**config.mk**
```make
export PLATFORM = sky130hd
export DESIGN_NAME = mhp_host_port
export DESIGN_NICKNAME = d
export VERILOG_FILES = /design/src/logic/mhp_pkg.sv /design/src/logic/mhp_host_port.sv /design/src/logic/mhp_sync.sv
export SDC_FILE = /design/constraint.sdc
export NUM_CORES = 1
export LEC_CHECK = 0
export BUFFER_PORTS_ARGS = -buffer_cell sky130_fd_sc_hd__buf_2
export CORE_MARGIN = 3
export CORE_UTILIZATION = 35
export DETAILED_ROUTE_END_ITERATION = 8
export GPL_ROUTABILITY_DRIVEN = 0
export PLACE_DENSITY = 0.51
export SYNTH_ARGS = -nofsm -noshare
export SYNTH_HDL_FRONTEND = slang
export SYNTH_HIERARCHICAL = 1
export SYNTH_SLANG_ARGS = --single-unit
```
**constraint.sdc**
```tcl
create_clock -name i_ref_clk -period 3.03 [get_ports i_ref_clk]
set_input_delay 0.606 -clock i_ref_clk [delete_from_list [all_inputs] [get_ports i_ref_clk]]
set_output_delay 0.606 -clock i_ref_clk [all_outputs]
set_load 0.01 [all_outputs]
```
**src/logic/mhp_pkg.sv**
```systemverilog
// Constants shared by the multi-protocol host port
package mhp_pkg;
  // ****************************************
  // Protocol selection
  // ****************************************
  typedef enum logic [1:0] {
    MHP_SPI    = 2'b00,
    MHP_I2C    = 2'b01,
    MHP_M6800  = 2'b10,
    MHP_I8080  = 2'b11
  } mhp_mode_t;

  // ****************************************
  // Pin vector layout
  // ****************************************
  localparam int unsigned     BUS_W        = 8;
  localparam int unsigned     SER_CLK_BIT  = 0;
  localparam int unsigned     SER_DAT_BIT  = 1;
  localparam int unsigned     PIN_W        = 14;
  localparam int unsigned     PIN_BUS_LSB  = 0;
  localparam int unsigned     PIN_STRAP_A  = 8;
  localparam int unsigned     PIN_STRAP_B  = 9;
  localparam int unsigned     PIN_CS_N     = 10;
  localparam int unsigned     PIN_DC       = 11;
  localparam int unsigned     PIN_WR       = 12;
  localparam int unsigned     PIN_RDE      = 13;
  localparam logic [13:0]     PIN_RESET    = 14'h3c00;

  // ****************************************
  // Serial framing
  // ****************************************
  localparam logic [3:0]      BITS_PER_BYTE = 4'h8;
  localparam logic [6:0]      I2C_ADDR      = 7'h3c;
  localparam int unsigned     I2C_CO_BIT    = 7;
  localparam int unsigned     I2C_DC_BIT    = 6;
  localparam logic [7:0]      BYTE_RESET    = 8'h00;
endpackage

```
**src/logic/mhp_host_port.sv**
```systemverilog
// Host bus front end: 6800, 8080, 4-wire SPI and I2C receivers
`timescale 1ns/1ps
module mhp_host_port (
  input  wire logic       i_ref_clk,
  input  wire logic       i_resetn,
  input  wire logic       i_protocol_strap_a,
  input  wire logic       i_protocol_strap_b,
  input  wire logic       i_cs_n,
  input  wire logic       i_power_reset_in_n,
  input  wire logic       i_data_command_select,
  input  wire logic       i_write_strobe_or_dir,
  input  wire logic       i_read_strobe_or_enable,
  input  wire logic [7:0] i_bus,
  output logic      [7:0] o_bus,
  output logic      [7:0] o_bus_oe_n,
  input  wire logic [7:0] i_rd_data,
  output logic            o_rd_taken,
  output logic            o_rx_valid,
  output logic      [7:0] o_rx_byte,
  output logic            o_rx_is_data,
  output logic      [1:0] o_mode,
  output logic            o_ctrl_reset
);
  // ****************************************
  // Pin synchronisation and edge detection
  // ****************************************
  logic [13:0] pins_raw;
  logic [13:0] pins;
  logic [13:0] pins_d;
  logic        rst_sync;

  assign pins_raw = {i_read_strobe_or_enable, i_write_strobe_or_dir, i_data_command_select,
                     i_cs_n, i_protocol_strap_b, i_protocol_strap_a, i_bus};

  mhp_sync #(.W(14), .RV(mhp_pkg::PIN_RESET)) u_pin_sync (
    .i_ref_clk (i_ref_clk),
    .i_resetn  (i_resetn),
    .i_async   (pins_raw),
    .o_sync    (pins)
  );

  mhp_sync #(.W(1), .RV(1'b1)) u_rst_sync (
    .i_ref_clk (i_ref_clk),
    .i_resetn  (i_resetn),
    .i_async   (i_power_reset_in_n),
    .o_sync    (rst_sync)
  );

  // Previous synchronised levels for edge finding
  always_ff @(posedge i_ref_clk or negedge i_resetn) begin
    if (!i_resetn) begin
      pins_d <= mhp_pkg::PIN_RESET;
    end else begin
      pins_d <= pins;
    end
  end

  function automatic logic rose(input logic now, input logic was);
    rose = now & ~was;
  endfunction

  logic [7:0] bus;
  logic       cs_act;
  logic       dc;
  logic       wr;
  logic       rde;
  logic       scl;
  logic       sda;
  logic       scl_rise;
  logic       scl_fall;
  logic       wr_rise;
  logic       rde_fall;
  logic       busy_reset;

  assign bus        = pins[7:0];
  assign cs_act     = ~pins[mhp_pkg::PIN_CS_N];
  assign dc         = pins[mhp_pkg::PIN_DC];
  assign wr         = pins[mhp_pkg::PIN_WR];
  assign rde        = pins[mhp_pkg::PIN_RDE];
  assign scl        = pins[mhp_pkg::SER_CLK_BIT];
  assign sda        = pins[mhp_pkg::SER_DAT_BIT];
  assign scl_rise   = rose(scl, pins_d[mhp_pkg::SER_CLK_BIT]);
  assign scl_fall   = rose(pins_d[mhp_pkg::SER_CLK_BIT], scl);
  assign wr_rise    = rose(wr, pins_d[mhp_pkg::PIN_WR]);
  assign rde_fall   = rose(pins_d[mhp_pkg::PIN_RDE], rde);
  assign busy_reset = ~rst_sync;

  // ****************************************
  // Mode decode and controller reset
  // ****************************************
  mhp_pkg::mhp_mode_t mode;

  always_ff @(posedge i_ref_clk or negedge i_resetn) begin
    if (!i_resetn) begin
      mode         <= mhp_pkg::MHP_SPI;
      o_mode       <= 2'h0;
      o_ctrl_reset <= 1'b1;
    end else begin
      mode         <= mhp_pkg::mhp_mode_t'({pins[mhp_pkg::PIN_STRAP_B], pins[mhp_pkg::PIN_STRAP_A]});
      o_mode       <= mode;
      o_ctrl_reset <= busy_reset;
    end
  end

  // ****************************************
  // Serial shift state (SPI and I2C)
  // ****************************************
  typedef enum logic [1:0] {
    I2C_IDLE = 2'b00,
    I2C_ADDR = 2'b01,
    I2C_CTRL = 2'b10,
    I2C_BYTE = 2'b11
  } mhp_i2c_t;

  mhp_i2c_t   i2c_st;
  logic [7:0] shift;
  logic [3:0] bit_cnt;
  logic       i2c_ack;
  logic       i2c_co;
  logic       i2c_dc;
  logic       i2c_start;
  logic       i2c_stop;
  logic       byte_done;

  assign i2c_start = scl & pins_d[mhp_pkg::SER_CLK_BIT] & pins_d[mhp_pkg::SER_DAT_BIT] & ~sda;
  assign i2c_stop  = scl & pins_d[mhp_pkg::SER_CLK_BIT] & ~pins_d[mhp_pkg::SER_DAT_BIT] & sda;
  assign byte_done = (bit_cnt == mhp_pkg::BITS_PER_BYTE);

  // Bit counter and shifter, MSB first on clock rise
  always_ff @(posedge i_ref_clk or negedge i_resetn) begin
    if (!i_resetn) begin
      shift   <= mhp_pkg::BYTE_RESET;
      bit_cnt <= 4'h0;
    end else if (busy_reset || !cs_act || (mode == mhp_pkg::MHP_I2C && (i2c_start || i2c_stop))) begin
      bit_cnt <= 4'h0;
    end else if (mode == mhp_pkg::MHP_SPI && scl_rise) begin
      shift   <= {shift[6:0], sda};
      bit_cnt <= byte_done ? 4'h1 : bit_cnt + 4'h1;
    end else if (mode == mhp_pkg::MHP_I2C && scl_rise && !byte_done && i2c_st != I2C_IDLE) begin
      shift   <= {shift[6:0], sda};
      bit_cnt <= bit_cnt + 4'h1;
    end else if (mode == mhp_pkg::MHP_I2C && scl_fall && i2c_ack) begin
      bit_cnt <= 4'h0;
    end
  end

  // I2C framing: address, control byte, payload, acknowledge
  always_ff @(posedge i_ref_clk or negedge i_resetn) begin
    if (!i_resetn) begin
      i2c_st  <= I2C_IDLE;
      i2c_ack <= 1'b0;
      i2c_co  <= 1'b0;
      i2c_dc  <= 1'b0;
    end else if (busy_reset || !cs_act || mode != mhp_pkg::MHP_I2C || i2c_stop) begin
      i2c_st  <= I2C_IDLE;
      i2c_ack <= 1'b0;
    end else if (i2c_start) begin
      i2c_st  <= I2C_ADDR;
      i2c_ack <= 1'b0;
    end else if (scl_fall && i2c_ack) begin
      i2c_ack <= 1'b0; // Release SDA after the ninth clock
    end else if (scl_fall && byte_done) begin
      case (i2c_st)
        I2C_ADDR: begin
          i2c_ack <= (shift[7:1] == mhp_pkg::I2C_ADDR) && !shift[0];
          i2c_st  <= ((shift[7:1] == mhp_pkg::I2C_ADDR) && !shift[0]) ? I2C_CTRL : I2C_IDLE;
        end
        I2C_CTRL: begin
          i2c_ack <= 1'b1;
          i2c_co  <= shift[mhp_pkg::I2C_CO_BIT];
          i2c_dc  <= shift[mhp_pkg::I2C_DC_BIT];
          i2c_st  <= I2C_BYTE;
        end
        I2C_BYTE: begin
          i2c_ack <= 1'b1;
          i2c_st  <= i2c_co ? I2C_CTRL : I2C_BYTE;
        end
        default: begin
          i2c_st  <= I2C_IDLE;
        end
      endcase
    end
  end

  // ****************************************
  // Received byte output
  // ****************************************
  always_ff @(posedge i_ref_clk or negedge i_resetn) begin
    if (!i_resetn) begin
      o_rx_valid   <= 1'b0;
      o_rx_byte    <= mhp_pkg::BYTE_RESET;
      o_rx_is_data <= 1'b0;
    end else begin
      o_rx_valid <= 1'b0;
      if (!busy_reset && cs_act) begin
        case (mode)
          mhp_pkg::MHP_I8080: begin
            if (wr_rise) begin
              o_rx_valid   <= 1'b1;
              o_rx_byte    <= bus;
              o_rx_is_data <= dc;
            end
          end
          mhp_pkg::MHP_M6800: begin
            if (rde_fall && !wr) begin
              o_rx_valid   <= 1'b1;
              o_rx_byte    <= bus;
              o_rx_is_data <= dc;
            end
          end
          mhp_pkg::MHP_SPI: begin
            if (byte_done && pins_d[mhp_pkg::SER_CLK_BIT] && scl_fall) begin
              o_rx_valid   <= 1'b1;
              o_rx_byte    <= shift;
              o_rx_is_data <= dc;
            end
          end
          mhp_pkg::MHP_I2C: begin
            if (scl_fall && byte_done && !i2c_ack && i2c_st == I2C_BYTE) begin
              o_rx_valid   <= 1'b1;
              o_rx_byte    <= shift;
              o_rx_is_data <= i2c_dc;
            end
          end
          default: begin
            o_rx_valid <= 1'b0;
          end
        endcase
      end
    end
  end

  // ****************************************
  // Bus drivers for reads and I2C acknowledge
  // ****************************************
  logic par_read;
  logic par_read_d;

  assign par_read = !busy_reset && cs_act &&
                    ((mode == mhp_pkg::MHP_I8080 && !rde) ||
                     (mode == mhp_pkg::MHP_M6800 && rde && wr));

  always_ff @(posedge i_ref_clk or negedge i_resetn) begin
    if (!i_resetn) begin
      par_read_d <= 1'b0;
      o_rd_taken <= 1'b0;
      o_bus      <= 8'h00;
      o_bus_oe_n <= 8'hff;
    end else begin
      par_read_d <= par_read;
      o_rd_taken <= par_read_d & ~par_read; // Read cycle closed
      if (par_read) begin
        o_bus      <= i_rd_data;
        o_bus_oe_n <= 8'h00;
      end else if (mode == mhp_pkg::MHP_I2C && i2c_ack && cs_act) begin
        o_bus      <= 8'h00;
        o_bus_oe_n <= 8'hfd;
      end else begin
        o_bus      <= 8'h00;
        o_bus_oe_n <= 8'hff;
      end
    end
  end
endmodule

```
**src/logic/mhp_sync.sv**
```systemverilog
// Two-stage synchroniser for a vector of pin levels
`timescale 1ns/1ps
module mhp_sync #(
  parameter int unsigned W   = 1,
  parameter logic [W-1:0] RV = '0
) (
  input  wire logic         i_ref_clk,
  input  wire logic         i_resetn,
  input  wire logic [W-1:0] i_async,
  output logic      [W-1:0] o_sync
);
  logic [W-1:0] meta;

  // First stage feeds only the second
  always_ff @(posedge i_ref_clk or negedge i_resetn) begin
    if (!i_resetn) begin
      meta   <= RV;
      o_sync <= RV;
    end else begin
      meta   <= i_async;
      o_sync <= meta;
    end
  end
endmodule

```
==> impl_metrics.json, run 1 <==
{
  "required_ns": 3.25,
  "cts_tree": "yes",
  "wl_mm": 4.72,
  "critPathKind": "reg2reg",
  "fin_area_um2": 3490,
  "hold_ws_ns": 0.348,
  "grt_max_degree": 79,
  "synthCells": 197,
  "slowest_delay_ns": 0.63,
  "fin_util_pct": 44.2,
  "ys_warn_count": 6,
  "io_buffers": 54,
  "p_switching_uw": 463,
  "synth-main-ff-cell": "dfrtp_1",
  "min_period_ns": 2.48,
  "clockBufferDepth": 2,
  "cp-start-kind": "flip-flop",
  "rr_startpoint": "bit_cnt[0]",
  "start_util_pct": 36.7,
  "cts_root_buf": "clkbuf_8",
  "switching_share_pct": 20.6,
  "worst-r2r-setup-slack_ns": 0.55,
  "syn_to_final_growth_pct": 20.5,
  "clkSinkCount": 78,
  "maxCapViolCount": 0,
  "dp.cells": 344,
  "hold_start": "u_pin_sync/meta[2]",
  "rsz0062_at_grt": "no",
  "htreeDepth": 3,
  "io_pins": 55,
  "core-area_um2": 7890,
  "ff_latch_area_um2": 1970,
  "hold_violations": 0,
  "diodes": 0,
  "critical_path.top_delay_family": "compound AO/OA/AOI/OAI gates",
  "antenna_found_initial": 0,
  "nFillCells": 713,
  "dpl_cell_area_um2": 3240,
  "crit_chain": "inv_1 -> ha_1 -> nand3b_4 -> or3_2 -> a221oi_4 -> mux2_2",
  "critPathMaxFanout": 10,
  "grtUsageTotal_pct": 10.9,
  "worstReg2RegEnd": "o_rx_byte[1]",
  "slowest_stage": "a221oi_4",
  "ant_nets": 0,
  "reg2reg_depth": 6,
  "finalSetupViolCount": 0,
  "drc_errors": 0,
  "numCtsBuffers": 9,
  "tightest_slew_ns": 0.931,
  "drv_slew": 0,
  "mappedNetlistArea_um2": 2890,
  "drive_gt1_share_pct": 47.7,
  "grt_first_pass_wirelength_mm": 8.02,
  "async_flop_share_pct": 100,
  "fin_crit_sh_pct": 81.7,
  "worstHoldPathType": "reg2reg",
  "tns_ns": 0,
  "rows": 32,
  "first_pass_iters": 4,
  "hold_depth": 0,
  "p_clk_share_pct": 42.1,
  "grt.overflow.total": 0,
  "final_cells": 360,
  "skew_ns": 0.00961,
  "seq_area_frac_synth_pct": 68.1,
  "routed_via_density": 4.51,
  "multi_input_area_um2": 822,
  "leakage_nw": 1.67,
  "path_buf_inv": 1,
  "p_comb_share_pct": 6.9,
  "postSynthAreaPerCell_um2": 14.7,
  "chipWidth_um": 96.9,
  "fp.dieH_um": 96.9,
  "first_iter_violations": 52,
  "cellPowerDensity_nw_per_um2": 644,
  "wl_per_cell_um": 13.1,
  "cts-resized-gates": 0,
  "outcome": "finished, final reports clean",
  "max-slew-margin-rel_pct": 37.9,
  "fmax_mhz": 404,
  "min_to": "u_pin_sync/o_sync[2]",
  "synth_cell_types": 42,
  "synth_fp_nets": 224,
  "end_kind": "flip-flop",
  "p_seq_share_pct": 51.0,
  "grt_pass1_vias": 1642,
  "p_int_mw": 1.78,
  "cts_setup_buffers": 0,
  "cts_hold_buffers": 0,
  "path_depth": 6,
  "synth_edf_count": 0,
  "synth-seq-cells": 78,
  "die-area_um2": 9390,
  "path_clk_slew_ns": 0.08,
  "clk_latency_ns": 0.34,
  "nNetsFinal": 280,
  "vias": 1623,
  "cp_data_arrival_time_ns": 2.70,
  "dp_hpwl_mm": 3.19,
  "ir_drop_uv": 262
}
[metrics by stage]
| step | total power [mW] | worst slack (ns) |
|---|---|---|
| 4_1_cts | 2.28 | 0.514 |
| 3_5_place_dp | 1.33 | 0.526 |
| 3_3_place_gp | 1.32 | 0.565 |
| 5_1_grt | 2.35 | 0.407 |
| 6_report | 2.24 | 0.554 |
| 2_1_floorplan | 1.24 | 0.822 |
[worst reg2reg max path, cell delays in order (launching register included)]
cell and delay [ns]:
dfrtp_1 0.43, inv_1 0.07, ha_1 0.20, nand3b_4 0.12, or3_2 0.50, a221oi_4 0.63
mux2_2 0.40
[power groups by stage]
| stage | Clock [mW] | Sequential (mW) | Combinational (mW) |
|---|---|---|---|
| 6_report | 0.945 | 1.14 | 0.156 |
| 3_5_place_dp | 0 | 1.17 | 0.161 |
| 2_1_floorplan | 0 | 1.17 | 0.0677 |
| 5_1_grt | 1.02 | 1.15 | 0.175 |
| 3_3_place_gp | 0 | 1.16 | 0.159 |
| 4_1_cts | 0.972 | 1.15 | 0.162 |
[state kept, by name, summed over array words and instances, names as in the netlist]
| register | count |
|---|---|
| u_pin_sync/meta | 14 |
| u_pin_sync/o_sync | 14 |
| o_bus | 8 |
| o_rx_byte | 8 |
| shift | 8 |
| pins_d | 5 |
| bit_cnt | 4 |
| i2c_st | 2 |
| o_bus_oe_n | 2 |
| o_mode | 2 |
| i2c_ack | 1 |
| i2c_co | 1 |
| i2c_dc | 1 |
| mode | 1 |
| o_ctrl_reset | 1 |
| o_rd_taken | 1 |
| o_rx_is_data | 1 |
| o_rx_valid | 1 |
| par_read_d | 1 |
| u_rst_sync/meta | 1 |
| u_rst_sync/o_sync | 1 |
[kinds of logic (layout without fill, tap and decap cells)]
| kind of cell | count (synthesis) | after routing | share of synthesized area (%) |
|---|---|---|---|
| AND/OR/NAND/NOR | 47 | 47 | 10.4 |
| adder cells (fa/ha/maj) | 2 | 2 | 0.865 |
| AO/OA/AOI/OAI | 22 | 22 | 6.32 |
| buffers and inverters | 20 | 81 | 3.46 |
| XOR/XNOR | 1 | 1 | 0.303 |
| flip-flops | 78 | 78 | 68.1 |
| multiplexers | 27 | 27 | 10.5 |
[how the worst max path moves through the flow]
stage                         to        from  slack [ns]
CTS                 o_rx_byte[4]  bit_cnt[0]        0.51
floorplan           o_rx_byte[0]  bit_cnt[0]        0.82
global placement    o_rx_byte[6]  bit_cnt[0]        0.57
detailed placement  o_rx_byte[6]  bit_cnt[0]        0.53
global route        o_rx_byte[6]  bit_cnt[0]        0.41
finish              o_rx_byte[1]  bit_cnt[0]        0.55
[routing by layer]
| metal | share of wire (%) | GRT usage [%] | vias to the layer above |
|---|---|---|---|
| met5 | 0 | 0 | - |
| met4 | 2.1 | 6.80 | 0 |
| met3 | 4.5 | 3.32 | 9 |
| met2 | 46 | 15.4 | 35 |
| met1 | 47 | 14.4 | 791 |
| li1 | - | - | 788 |
[cells in the final DEF, fill, tap and decap left out, types with 4 or more instances in the layout]
cell type / count
a21oi_1: 4
nor2_1: 4
o21ai_0: 4
dfrtp_1: 63
mux2_2: 27
buf_2: 53
dfstp_2: 15
and2_1: 9
nand2_1: 9
nor2b_1: 4
inv_1: 10
clkbuf_8: 11
[cell type report]
type | count | area share, %
well taps | 102 | 3.66
inverters | 10 | 1.08
multi-input cells | 99 | 23.6
clock inverters | 3 | 2.58
clock buffers | 13 | 4.56
repair buffers | 55 | 8.04
flip-flops and latches | 78 | 56.5
[synthesized netlist by cell type, types with 3 or more instances]
master	number	area, um2
buf_4	6	45.0
dfstp_2	15	394
a21oi_1	4	20.0
nand2_1	9	33.8
and2_1	9	56.3
dfrtp_1	63	1580
mux2_2	27	304
or3_2	3	22.5
nor2_1	4	15.0
nor2b_1	4	25.0
o21ai_0	4	20.0
inv_1	10	37.5
nand3_1	3	15.0
(Power assumes the default switching activity.)
==> run 2, diff against run 1 <==
--- a/config.mk
+++ b/config.mk
@@ -5,12 +5,13 @@
 export SDC_FILE = /design/constraint.sdc
 export NUM_CORES = 1
 export LEC_CHECK = 0
+export ABC_AREA = 1
 export BUFFER_PORTS_ARGS = -buffer_cell sky130_fd_sc_hd__buf_2
 export CORE_MARGIN = 3
 export CORE_UTILIZATION = 35
 export DETAILED_ROUTE_END_ITERATION = 8
 export GPL_ROUTABILITY_DRIVEN = 0
-export PLACE_DENSITY = 0.51
+export PLACE_DENSITY = 0.5
 export SYNTH_ARGS = -nofsm -noshare
 export SYNTH_HDL_FRONTEND = slang
 export SYNTH_HIERARCHICAL = 1
==> constraint.sdc (replaced) <==
create_clock -name i_ref_clk -period 2.3 [get_ports i_ref_clk]
set_input_delay 0.46 -clock i_ref_clk [delete_from_list [all_inputs] [get_ports i_ref_clk]]
set_output_delay 0.46 -clock i_ref_clk [all_outputs]
set_load 0.01 [all_outputs]
==> impl_metrics.json, run 2 <==
{
  "cts_root_buf": "clkbuf_8",
  "synthTopCellsByArea": "dfrtp_1 52%, dfstp_2 13%, nand2_1 13%",
  "fin_crit_sh_pct": 76.1,
  "cp-start-kind": "flip-flop",
  "mappedNetlistArea_um2": 3020,
  "grt_first_pass_wirelength_mm": 9.68,
  "clockBufferDepth": 2,
  "cp_data_arrival_time_ns": 1.98,
  "yosys.area.top_type": "dfrtp_1",
  "synth_edf_count": 0,
  "synth_top_area_share_pct": 52.2,
  "fin_area_um2": 3590,
  "antenna_found_initial": 0,
  "drive_gt1_share_pct": 27.3,
  "required_ns": 2.52,
  "setup_slack_ns": 0.549,
  "outcome": "finished, final reports clean",
  "fp.dieH_um": 98.9,
  "rows": 33,
  "yosysMostFrequentCell": "nand2_1",
  "start_util_pct": 36.4,
  "postSynthAreaPerCell_um2": 9.80,
  "critPathKind": "reg2reg",
  "wl_mm": 5.82,
  "syn_to_final_growth_pct": 19.0,
  "io_pins": 55,
  "async_flop_share_pct": 100,
  "tightest_slew_ns": 0.560,
  "io_buffers": 54,
  "tns_ns": 0,
  "chipWidth_um": 98.9,
  "htreeDepth": 3,
  "leakage_nw": 1.88,
  "ir_drop_uv": 302,
  "grt.overflow.total": 0,
  "skew_ns": 0.0176,
  "synthCells": 308,
  "nNetsFinal": 392,
  "maxCapViolCount": 0,
  "clkSinkCount": 78,
  "mostFrequentLayoutCells": "101 x nand2_1, 63 x dfrtp_1, 53 x buf_2, 35 x inv_1, 23 x nor2_1",
  "cellPowerDensity_nw_per_um2": 790,
  "nFillCells": 821,
  "synth_fp_nets": 335,
  "critPathMaxFanout": 13,
  "drv_slew": 0,
  "min_period_ns": 1.75,
  "seq_area_frac_synth_pct": 65.3,
  "cts_hold_buffers": 0,
  "wl_per_cell_um": 12.2,
  "first_pass_iters": 4,
  "routed_via_density": 4.35,
  "max-slew-margin-rel_pct": 62.6,
  "path_clk_slew_ns": 0.08,
  "layout_commonest_cell": "nand2_1",
  "dpl_cell_area_um2": 3370,
  "clk_latency_ns": 0.35,
  "ys_warn_count": 6,
  "diodes": 0,
  "cts_setup_buffers": 0,
  "synth-seq-cells": 78,
  "grt_pass1_vias": 2031,
  "synth_cell_types": 25,
  "top_regs": "u_pin_sync/meta x14, u_pin_sync/o_sync x14",
  "cts-resized-gates": 0,
  "dp_hpwl_mm": 4.10,
  "ant_nets": 0,
  "end_kind": "flip-flop",
  "grtUsageTotal_pct": 12.7,
  "finalSetupViolCount": 0,
  "synth-main-ff-cell": "dfrtp_1",
  "rsz0062_at_grt": "no",
  "cts_tree": "yes",
  "core-area_um2": 8300,
  "die-area_um2": 9780,
  "first_iter_violations": 79,
  "grt_max_degree": 46,
  "vias": 2065,
  "ys_top_cells_by_count": "101 x nand2_1, 63 x dfrtp_1, 35 x inv_1",
  "hold_violations": 0,
  "drc_errors": 0,
  "numCtsBuffers": 9,
  "pre_cts_ws_ns": 0.552,
  "worstHoldPathType": "in2async",
  "fmax_mhz": 571
}
## run 2: critical path, cell delays in order (launching register included)
cell and delay [ns]:
dfrtp_1 0.51, inv_2 0.22, nand2_2 0.11, nor2_1 0.11
nand3_1 0.10, nand2_2 0.22, nand2_1 0.22, nand2_1 0.10
nand2_1 0.05
## run 2: routing by layer
metal  global-route usage, %  part of all wire (%)  up-vias
met5                       0                     0        -
met4                    5.04                   1.1        0
met3                    4.60                   6.5        4
met2                    18.4                    44       56
met1                    17.4                    48      952
li1                        -                     -     1053
## run 2: worst paths after layout
path	to	slack [ns]	cells after the start	start
hold / removal	o_rx_byte[0]	0.10	1	i_resetn
hold reg to reg	u_pin_sync/o_sync[5]	0.35	0	u_pin_sync/meta[5]
min in group i_ref_clk	u_rst_sync/meta	0.21	1	i_power_reset_in_n
setup / recovery	shift[0]	0.55	8	pins_d[9]
max in group asynchronous	shift[0]	1.60	2	i_resetn
setup reg to reg	shift[0]	0.55	8	pins_d[9]
## run 2: stage by stage
stage	std cells	utilization (%)	hold WS (ns)	total power [mW]
2_1_floorplan	308	-	0.164	1.62
3_3_place_gp	459	40.6	0.334	1.73
3_5_place_dp	459	40.6	0.335	1.73
4_1_cts	475	43.3	0.120	2.89
5_1_grt	475	43.3	0.139	2.98
6_report	475	43.3	0.101	2.84
## run 2: report_power, final
group / internal [mW] / switching [mW] / total (mW) / leakage [nW]
combinational: 0.0778 / 0.125 / 0.203 / 0.806
sequential: 1.45 / 0.0428 / 1.50 / 0.967
clock: 0.644 / 0.495 / 1.14 / 0.110
total: 2.18 / 0.662 / 2.84 / 1.88
## run 2: logic make-up (layout without fill, tap and decap cells)
logic type      count (synthesis)  in the layout  synth area share, %
simple gates                  158            158                 22.2
buf+inv                        47            109                 7.25
xor+xnor                        2              2                0.580
compound gates                 21             21                 3.85
flops                          78             78                 65.3
fa+ha+maj                       2              2                0.829
## run 2: layout make-up
| cell class | instances | area [um2] | area share, % |
|---|---|---|---|
| Sequential cell | 78 | 1970 | 54.8 |
| Timing Repair Buffer | 56 | 300 | 8.36 |
| Inverter | 37 | 139 | 3.86 |
| Clock inverter | 5 | 81.3 | 2.26 |
| Multi-Input combinational cell | 183 | 830 | 23.1 |
| Clock buffer | 11 | 141 | 3.93 |
| Tap cell | 105 | 131 | 3.66 |
